### src/rx_ctrl_pkg.sv
// shared constants and carrier types of the receive control block
package rx_ctrl_pkg;

  // ==========================================================
  // register map
  localparam logic [31:0] ADDR_RX_CONFIG = 32'h0000_0104;
  localparam int BIT_RX_ON = 0;
  localparam int BIT_RX_DISABLED = 1;
  localparam int BIT_TAG_ENFORCE = 2;
  localparam int BIT_FCS_STRIP = 4;
  localparam int BIT_TRUNC_SEL = 5;
  localparam int MAX_SIZE_LSB = 16;
  localparam int MAX_SIZE_W = 14;

  // ==========================================================
  // reset values
  localparam logic [13:0] MAX_SIZE_RST = 14'h5EE;
  localparam logic TRUNC_SEL_RST = 1'h1;
  localparam logic FCS_STRIP_RST = 1'h0;
  localparam logic TAG_ENFORCE_RST = 1'h0;
  localparam logic RX_ON_RST = 1'h0;
  localparam logic RX_DISABLED_RST = 1'h0;

  // ==========================================================
  // frame lengths and offsets in bytes, tag identifier byte values
  localparam logic [14:0] WDT_LIMIT = 15'h2C00;
  localparam logic [14:0] WDT_CUT = 15'h2C01;
  localparam logic [14:0] ONE_TAG_BYTES = 15'h0004;
  localparam logic [14:0] TWO_TAG_BYTES = 15'h0008;
  localparam logic [2:0] FCS_BYTES = 3'h4;
  localparam logic [14:0] OUTER_TPID_POS = 15'h000C;
  localparam logic [14:0] INNER_TPID_POS = 15'h0010;
  localparam logic [7:0] TPID_HI = 8'h81;
  localparam logic [7:0] TPID_LO = 8'h00;

  // ==========================================================
  // carriers
  typedef struct packed {
    logic [13:0] max_size;
    logic trunc_len_select;
    logic fcs_strip;
    logic tag_size_enforce;
    logic rx_disabled;
    logic rx_on;
  } mac_receive_config_t;

  typedef struct packed {
    logic overflow;
    logic watchdog_trunc_flag;
    logic too_long;
    logic [13:0] length;
  } rx_status_word_a_t;

  typedef struct packed {
    logic is_status;
    logic [16:0] payload;
  } rx_fifo_entry_t;

  typedef enum logic [2:0] {
    ST_IDLE = 3'b000,
    ST_RECV = 3'b001,
    ST_DROP = 3'b010,
    ST_FLUSH = 3'b011,
    ST_STATUS = 3'b100
  } rx_state_t;

endpackage : rx_ctrl_pkg

### src/mac_receive_control.sv
// receive control of the ethernet mac: size limits, truncation, fcs strip, enable
// Behaviour
// - 14-bit max frame size, reset 1518; longer frames are flagged too long, and aborted at max plus one only with truncation select 0.
// - any frame beyond 11264 bytes is truncated; the watchdog cuts it at 11265 unless select 0 cuts it earlier.
// - truncation select 0: cut at max plus one, report that length, too long set.
// - truncation select 1 (reset): cut at 11265, too long and watchdog flags set.
// - fcs strip set drops the final four bytes of every frame; reset clear.
// - tag enforcement clear: limit is the max size whatever the tagging.
// - tag enforcement set: limit grows by four per vlan tag, up to two tags.
// - frames are accepted only while rx_on is set; rx_on resets to zero.
// - clearing rx_on mid-frame lets that frame finish before the receiver stops.
// - disabled flag sets when stopping completes; software clears it by writing one.

// ==========================================================
// fifo between the receiver and the fifo controller
module rx_fifo #(
  parameter int WIDTH = 18,
  parameter int DEPTH = 32
) (
  input wire logic hclk,
  input wire logic hresetn,
  input wire logic in_valid,
  output logic in_ready,
  input wire logic [WIDTH-1:0] in_data,
  output logic out_valid,
  input wire logic out_ready,
  output logic [WIDTH-1:0] out_data
);
  // count is one bit wider than the pointers so full and empty stay distinct
  localparam int AW = $clog2(DEPTH);
  localparam int CW = $clog2(DEPTH + 1);
  localparam logic [AW-1:0] LAST = AW'(DEPTH - 1);
  localparam logic [CW-1:0] FULL = CW'(DEPTH);

  typedef struct packed {
    logic [DEPTH-1:0][WIDTH-1:0] mem;
    logic [AW-1:0] wr_ptr;
    logic [AW-1:0] rd_ptr;
    logic [CW-1:0] count;
  } fifo_state_t;

  fifo_state_t s_r;
  fifo_state_t s_nxt;
  logic push;
  logic pop;

  assign in_ready = (s_r.count != FULL);
  assign out_valid = (s_r.count != '0);
  assign out_data = s_r.mem[s_r.rd_ptr];

  always_comb begin
    s_nxt = s_r;
    push = in_valid && in_ready;
    pop = out_valid && out_ready;
    // in_ready is low when full, so a push never lands on the unread slot
    if (push) begin
      s_nxt.mem[s_r.wr_ptr] = in_data;
      s_nxt.wr_ptr = (s_r.wr_ptr == LAST) ? '0 : s_r.wr_ptr + 1'b1;
    end
    if (pop) begin
      s_nxt.rd_ptr = (s_r.rd_ptr == LAST) ? '0 : s_r.rd_ptr + 1'b1;
    end
    if (push && !pop) begin
      s_nxt.count = s_r.count + 1'b1;
    end else if (pop && !push) begin
      s_nxt.count = s_r.count - 1'b1;
    end
  end

  always_ff @(posedge hclk or negedge hresetn) begin
    if (!hresetn) begin
      s_r <= '0;
    end else begin
      s_r <= s_nxt;
    end
  end
endmodule : rx_fifo

// ==========================================================
// receive control top
module mac_receive_control
  import rx_ctrl_pkg::*;
#(
  parameter int FIFO_DEPTH = 32
) (
  input wire logic hclk,
  input wire logic hresetn,
  input wire logic hsel,
  input wire logic [31:0] haddr,
  input wire logic [1:0] htrans,
  input wire logic hwrite,
  input wire logic [2:0] hsize,
  input wire logic [31:0] hwdata,
  input wire logic hready,
  output logic hreadyout,
  output logic [31:0] hrdata,
  output logic hresp,
  input wire logic phy_rx_dv,
  input wire logic [7:0] phy_rx_data,
  output logic rx_fifo_ctrl_valid,
  input wire logic rx_fifo_ctrl_ready,
  output rx_ctrl_pkg::rx_fifo_entry_t rx_fifo_ctrl_data
);
  import rx_ctrl_pkg::*;

  typedef struct packed {
    logic dv_meta;
    logic dv_sync;
    logic dv_prev;
    logic [7:0] data_meta;
    logic [7:0] data_sync;
    mac_receive_config_t cfg;
    logic running;
    logic wr_pend;
    logic addr_hit;
    logic [31:0] rdata;
    rx_state_t state;
    logic [14:0] len;
    logic [3:0][7:0] dly;
    logic [2:0] dly_cnt;
    logic [2:0] flush_left;
    logic tpid_hi;
    logic one_tag;
    logic two_tag;
    rx_status_word_a_t stat;
  } rx_state_all_t;

  localparam rx_state_all_t RST_STATE = '{
    cfg: '{max_size: MAX_SIZE_RST, trunc_len_select: TRUNC_SEL_RST,
           fcs_strip: FCS_STRIP_RST, tag_size_enforce: TAG_ENFORCE_RST,
           rx_disabled: RX_DISABLED_RST, rx_on: RX_ON_RST},
    state: ST_IDLE,
    default: '0
  };

  rx_state_all_t s_r;
  rx_state_all_t s_nxt;
  logic fifo_in_valid;
  logic fifo_in_ready;
  rx_fifo_entry_t fifo_in_data;
  logic [$bits(rx_fifo_entry_t)-1:0] fifo_out_bits;
  logic bus_req;
  logic [14:0] limit;
  logic [14:0] cut;
  logic [14:0] limit_plus1;
  logic [14:0] new_len;
  logic [7:0] b;

  assign hreadyout = 1'b1;
  assign hresp = 1'b0;
  assign hrdata = s_r.rdata;
  assign rx_fifo_ctrl_data = rx_fifo_entry_t'(fifo_out_bits);
  // zero wait states: a word transfer is taken at its address phase
  assign bus_req = hsel && hready && htrans[1] && (hsize == 3'h2);

  always_comb begin
    s_nxt = s_r;
    fifo_in_valid = 1'b0;
    fifo_in_data = '0;
    b = s_r.data_sync;
    new_len = s_r.len + 15'h0001;

    // pins pass two flops before use
    s_nxt.dv_meta = phy_rx_dv;
    s_nxt.dv_sync = s_r.dv_meta;
    s_nxt.data_meta = phy_rx_data;
    s_nxt.data_sync = s_r.data_meta;
    s_nxt.dv_prev = s_r.dv_sync;

    // ==========================================================
    // register writes (data phase)
    s_nxt.wr_pend = 1'b0;
    if (bus_req) begin
      s_nxt.wr_pend = hwrite;
      s_nxt.addr_hit = (haddr == ADDR_RX_CONFIG);
    end
    if (s_r.wr_pend && s_r.addr_hit) begin
      s_nxt.cfg.max_size = hwdata[MAX_SIZE_LSB +: MAX_SIZE_W];
      s_nxt.cfg.trunc_len_select = hwdata[BIT_TRUNC_SEL];
      s_nxt.cfg.fcs_strip = hwdata[BIT_FCS_STRIP];
      s_nxt.cfg.tag_size_enforce = hwdata[BIT_TAG_ENFORCE];
      s_nxt.cfg.rx_on = hwdata[BIT_RX_ON];
      // write-one-to-clear; a set from the receiver below still wins
      if (hwdata[BIT_RX_DISABLED]) begin
        s_nxt.cfg.rx_disabled = 1'b0;
      end
    end

    // ==========================================================
    // size limits
    limit = {1'b0, s_r.cfg.max_size};
    if (s_r.cfg.tag_size_enforce) begin
      if (s_r.two_tag) begin
        limit = limit + TWO_TAG_BYTES;
      end else if (s_r.one_tag) begin
        limit = limit + ONE_TAG_BYTES;
      end
    end
    limit_plus1 = limit + 15'h0001;
    // watchdog cut bounds both settings
    if (s_r.cfg.trunc_len_select || limit_plus1 > WDT_CUT) begin
      cut = WDT_CUT;
    end else begin
      cut = limit_plus1;
    end

    // ==========================================================
    // receive path
    unique case (s_r.state)
      ST_IDLE: begin
        if (s_r.cfg.rx_on) begin
          s_nxt.running = 1'b1;
        end else if (s_r.running) begin
          // stop only here, so a frame in flight always completes
          s_nxt.running = 1'b0;
          s_nxt.cfg.rx_disabled = 1'b1;
        end
        // start on a fresh rising dv, never mid-frame
        if (s_r.cfg.rx_on && s_r.running && s_r.dv_sync && !s_r.dv_prev) begin
          s_nxt.state = ST_RECV;
          s_nxt.len = 15'h0001;
          s_nxt.dly[0] = b;
          s_nxt.dly_cnt = 3'h1;
          s_nxt.tpid_hi = 1'b0;
          s_nxt.one_tag = 1'b0;
          s_nxt.two_tag = 1'b0;
          s_nxt.stat = '0;
        end
      end
      ST_RECV: begin
        if (s_r.dv_sync) begin
          // tags are only looked for at fixed offsets: outer, then inner
          if (s_r.len == OUTER_TPID_POS || s_r.len == INNER_TPID_POS) begin
            s_nxt.tpid_hi = (b == TPID_HI);
          end
          if (s_r.len == OUTER_TPID_POS + 15'h0001) begin
            s_nxt.one_tag = s_r.tpid_hi && (b == TPID_LO);
          end
          if (s_r.len == INNER_TPID_POS + 15'h0001) begin
            s_nxt.two_tag = s_r.one_tag && s_r.tpid_hi && (b == TPID_LO);
          end
          s_nxt.len = new_len;
          if (new_len > limit) begin
            s_nxt.stat.too_long = 1'b1;
          end
          if (new_len > WDT_LIMIT) begin
            // a watchdog cut always counts as too long, whatever the max size
            s_nxt.stat.watchdog_trunc_flag = 1'b1;
            s_nxt.stat.too_long = 1'b1;
          end
          s_nxt.dly = {s_r.dly[2:0], b};
          // four-byte delay line lets the fcs be held back
          if (s_r.dly_cnt == FCS_BYTES) begin
            fifo_in_valid = 1'b1;
            fifo_in_data.payload = {9'h000, s_r.dly[3]};
            if (!fifo_in_ready) begin
              // a phy cannot be stalled: the byte is lost and reported
              s_nxt.stat.overflow = 1'b1;
            end
          end else begin
            s_nxt.dly_cnt = s_r.dly_cnt + 3'h1;
          end
          if (new_len == cut) begin
            s_nxt.state = ST_DROP;
          end
        end else begin
          s_nxt.state = ST_FLUSH;
          s_nxt.flush_left = s_r.cfg.fcs_strip ? 3'h0 : s_r.dly_cnt;
        end
      end
      ST_DROP: begin
        // rest of a cut frame is discarded until dv drops
        if (!s_r.dv_sync) begin
          s_nxt.state = ST_FLUSH;
          s_nxt.flush_left = s_r.cfg.fcs_strip ? 3'h0 : s_r.dly_cnt;
        end
      end
      ST_FLUSH: begin
        // held bytes leave oldest first, waiting on the fifo
        if (s_r.flush_left == 3'h0) begin
          s_nxt.state = ST_STATUS;
        end else begin
          fifo_in_valid = 1'b1;
          fifo_in_data.payload = {9'h000, s_r.dly[2'(s_r.flush_left - 3'h1)]};
          if (fifo_in_ready) begin
            s_nxt.flush_left = s_r.flush_left - 3'h1;
          end
        end
      end
      ST_STATUS: begin
        // one status word closes every frame, cut or whole
        fifo_in_valid = 1'b1;
        fifo_in_data.is_status = 1'b1;
        fifo_in_data.payload = {s_r.stat.overflow, s_r.stat.watchdog_trunc_flag,
                                s_r.stat.too_long, s_r.len[13:0]};
        if (fifo_in_ready) begin
          s_nxt.state = ST_IDLE;
        end
      end
    endcase

    // ==========================================================
    // register read, registered at the address phase
    if (bus_req && !hwrite) begin
      // reserved bits and unmapped words read as zero
      s_nxt.rdata = '0;
      if (haddr == ADDR_RX_CONFIG) begin
        s_nxt.rdata[MAX_SIZE_LSB +: MAX_SIZE_W] = s_nxt.cfg.max_size;
        s_nxt.rdata[BIT_TRUNC_SEL] = s_nxt.cfg.trunc_len_select;
        s_nxt.rdata[BIT_FCS_STRIP] = s_nxt.cfg.fcs_strip;
        s_nxt.rdata[BIT_TAG_ENFORCE] = s_nxt.cfg.tag_size_enforce;
        s_nxt.rdata[BIT_RX_DISABLED] = s_nxt.cfg.rx_disabled;
        s_nxt.rdata[BIT_RX_ON] = s_nxt.cfg.rx_on;
      end
    end
  end

  always_ff @(posedge hclk or negedge hresetn) begin
    if (!hresetn) begin
      s_r <= RST_STATE;
    end else begin
      s_r <= s_nxt;
    end
  end

  rx_fifo #(
    .WIDTH($bits(rx_fifo_entry_t)),
    .DEPTH(FIFO_DEPTH)
  ) u_fifo (
    .hclk(hclk),
    .hresetn(hresetn),
    .in_valid(fifo_in_valid),
    .in_ready(fifo_in_ready),
    .in_data(fifo_in_data),
    .out_valid(rx_fifo_ctrl_valid),
    .out_ready(rx_fifo_ctrl_ready),
    .out_data(fifo_out_bits)
  );

endmodule : mac_receive_control

### config.mk
export PLATFORM = sky130hd
export DESIGN_NAME = mac_receive_control
export DESIGN_NICKNAME = d
export VERILOG_FILES = /design/src/rx_ctrl_pkg.sv /design/src/mac_receive_control.sv
export SDC_FILE = /design/constraint.sdc
export NUM_CORES = 2
export LEC_CHECK = 0
export BUFFER_PORTS_ARGS = -buffer_cell sky130_fd_sc_hd__buf_2
export CAP_MARGIN = 20
export CELL_PAD_IN_SITES_DETAIL_PLACEMENT = 1
export CELL_PAD_IN_SITES_GLOBAL_PLACEMENT = 2
export CORE_UTILIZATION = 35
export CTS_BUF_LIST = sky130_fd_sc_hd__clkbuf_4 sky130_fd_sc_hd__clkbuf_8 sky130_fd_sc_hd__clkbuf_16
export CTS_CLUSTER_SIZE = 40
export DETAILED_ROUTE_END_ITERATION = 10
export PLACE_DENSITY = 0.7
export SYNTH_ARGS = -nofsm -noshare
export SYNTH_HDL_FRONTEND = slang
export SYNTH_SLANG_ARGS = --single-unit
### constraint.sdc
create_clock -name hclk -period 6.3 [get_ports hclk]
set_input_delay 1.575 -clock hclk [delete_from_list [all_inputs] [get_ports hclk]]
set_output_delay 1.575 -clock hclk [all_outputs]
set_load 0.01 [all_outputs]
==> flow_metrics.py <==
metrics = {
    "floorplan": {
        "dieArea_sq_um": 95830,
        "row_count": 112,
        "ioPinCount": 137,
        "die_w_um": 309.6,
        "start_util": 0.3542,
        "coreArea_sq_um": 93470,
        "die_y_um": 309.6,
    },
    "route": {
        "ant_nets": 0,
        "routedWlPerCell_um": 21.72,
        "drtIter0Drc": 1297,
        "vias": 23240,
        "drt-total-wl_um": 95480,
        "drt_pass1_iterations": 4,
        "drc": 0,
        "viasPerCell": 5.287,
    },
    "critical_path": {
        "critPathRequiredTime_ns": 4.72,
        "critPathCaptureType": "output pin",
        "crit_type": "reg -> out",
        "r2r-start": "s_r[73]$_DFFE_PN0P_",
        "r2r_end": "u_fifo.s_r[5]$_DFFE_PN0P_",
        "worstPathMaxFanout": 33,
        "reg2reg_depth": 17,
        "cp.arrival_ns": 3.70,
        "ff2ff_setup_slack_ns": 1.70,
        "start_kind": "flop",
    },
    "sta": {
        "setup_tns_ns": 0,
        "setup_viol_count_final": 0,
        "rsz0062_at_grt": "false",
        "fin_crit_ns": 5.276,
        "period_share": 0.8375,
        "fin_ws_ns": 1.024,
        "hold_violations": 0,
        "tightestPinTransition_ns": 1.211,
        "skew_ns": 0.02591,
        "slew_violations": 0,
        "max_freq_mhz": 189.5,
        "slew_headroom": 0.1928,
    },
    "grt": {
        "grt_max_degree": 149,
        "grt_pass1_wl_um": 151500,
        "grt_usage": 0.2059,
        "gr-total-overflow": 0,
        "grt_pass1_vias": 25509,
        "antenna_found_initial": 0,
    },
    "min_path": {
        "hp-class": "reg -> reg",
        "min_to": "b[7]$_DFF_PN0_",
        "hp-start": "s_nxt[137]$_DFF_PN0_",
        "worstHoldPathCells": 0,
    },
    "placed_design": {
        "place.gp.congestion": 0.7673,
        "io_buffers": 107,
        "pre_cts_ws_ns": 1.641,
        "dpl.hpwl_um": 58640,
        "dp.cells": 4242,
    },
    "logic_synthesis": {
        "synth_warnings": 0,
        "syn_avg_cell_area_sq_um": 10.72,
        "synth-edff-count": 0,
        "syn_area_sq_um": 33110,
        "syn_inst": 3089,
        "synthFlopType": "dfrtp_1",
        "synth_seq_cells": 714,
        "ys_async_sr_fraction": 1.000,
        "synthDistinctLibCells": 78,
        "ys_seq_area_frac": 0.5400,
    },
    "cts": {
        "clock_latency_ns": 0.66,
        "post_cts_buffers": 0,
        "cts_buffers": 82,
        "cts_resized": 0,
        "cts_tree": "done",
        "clock-sinks": 714,
        "clockBufferDepth": 3,
        "clk_pin_slew_ns": 0.06,
        "ctsHoldBuffers": 0,
        "htree_levels": 3,
        "cts-root-buf": "clkbuf_16",
    },
    "cells_and_area": {
        "diodes": 0,
        "area_growth_pct": 14.70,
        "nNetsFinal": 3205,
        "drive_above_1_share": 0.1910,
        "fin_cells": 4396,
        "final_util": 0.4063,
        "layout_common_cells": "nand2_1 (788), dfrtp_1 (700), o21ai_0 (648)",
        "final_common_cell": "nand2_1",
    },
    "pwr": {
        "switching_power_w": 0.004682,
        "pwr-share-seq": 0.405,
        "p_leak_nw": 16.58,
        "p_total_w": 0.01421,
        "ir_drop_uv": 264.2,
        "p_clk_frac": 0.359,
        "p_per_area_nw_per_um2": 374.3,
        "switching_share": 0.3294,
        "p_int_w": 0.009531,
        "p_comb_frac": 0.236,
    },
    "job": {
        "drv_cap": 0,
    },
    "status": {
        "status": "complete, no violations",
    },
}
power by group through the flow:
stage          Clock [W]  Combinational [W]  Sequential, W
6_report         0.00510            0.00335        0.00576
5_1_grt          0.00540            0.00373        0.00584
4_1_cts          0.00524            0.00341        0.00577
3_5_place_dp           0            0.00340        0.00585
3_3_place_gp           0            0.00327        0.00580
2_1_floorplan          0            0.00250        0.00540
Yosys cell counts, types with 18 or more instances:
| cell | count | share of area |
|---|---|---|
| nor2_1 | 38 | 0.0043 |
| and3_1 | 19 | 0.0036 |
| ha_1 | 38 | 0.014 |
| a21oi_1 | 19 | 0.0029 |
| nand2_1 | 794 | 0.090 |
| buf_4 | 35 | 0.0079 |
| nand2b_1 | 29 | 0.0055 |
| dfrtp_1 | 705 | 0.53 |
| clkbuf_1 | 221 | 0.025 |
| inv_1 | 31 | 0.0035 |
| mux2_2 | 44 | 0.015 |
| mux4_2 | 188 | 0.13 |
| xnor2_1 | 18 | 0.0048 |
| o21ai_0 | 648 | 0.098 |
| nand3_1 | 26 | 0.0039 |
critical path, stage by stage (launching register included):
cell     delay (ns)
dfrtp_4        0.94
buf_12         0.38
mux4_2         0.58
mux4_2         0.56
mux2_2         0.36
buf_2          0.16
how the worst max path moves through the flow:
stage,startpoint,endpoint,slack [ns],cells after the start
6_report,u_fifo.s_r[6]$_DFFE_PN0P_,rx_fifo_ctrl_data[6],1.02,5
3_3_place_gp,u_fifo.s_r[6]$_DFFE_PN0P_,rx_fifo_ctrl_data[6],1.66,5
2_1_floorplan,u_fifo.s_r[6]$_DFFE_PN0P_,rx_fifo_ctrl_data[0],2.08,5
3_5_place_dp,s_r[73]$_DFFE_PN0P_,u_fifo.s_r[5]$_DFFE_PN0P_,1.64,17
4_1_cts,u_fifo.s_r[6]$_DFFE_PN0P_,rx_fifo_ctrl_data[6],0.92,5
5_1_grt,u_fifo.s_r[6]$_DFFE_PN0P_,rx_fifo_ctrl_data[6],0.87,5
cells by family after synthesis:
group / synth area share
buffers and inverters: 0.03923
adder cells (fa/ha/maj): 0.01497
AND/OR/NAND/NOR: 0.1296
other: 0.0002268
flip-flops: 0.5400
AO/OA/AOI/OAI: 0.1217
multiplexers: 0.1444
XOR/XNOR: 0.009977
area by class of cell:
cell class	instances	area (sq um)
fillers	10147	55490
inverters	33	123.9
clock inverters	27	451.7
flip-flops and latches	714	17890
multi-input cells	2081	14140
clock buffers	117	2470
well taps	1254	1569
repair buffers	170	1326
stage by stage:
step	area, sq um	hold WS, ns
after floorplan	33160	0.3312
after global placement	34790	0.3377
after detailed placement	34820	0.3362
after CTS	37740	0.3497
after global routing	37980	0.3558
final	37980	0.3459
registers in the layout, summed over array words and instances, names as in the netlist:
name        flops
s_r            85
b               8
hrdata         19
u_fifo.s_r    592
s_nxt          10
per-layer routing:
layer | up-vias | GRT usage | part of all wire
met5 | - | 0 | 0
met4 | 0 | 0.05296 | 0.021
met3 | 125 | 0.02773 | 0.031
met2 | 342 | 0.3538 | 0.49
met1 | 12069 | 0.2733 | 0.46
li1 | 10704 | - | -
Power figures use the tool's default switching activity.
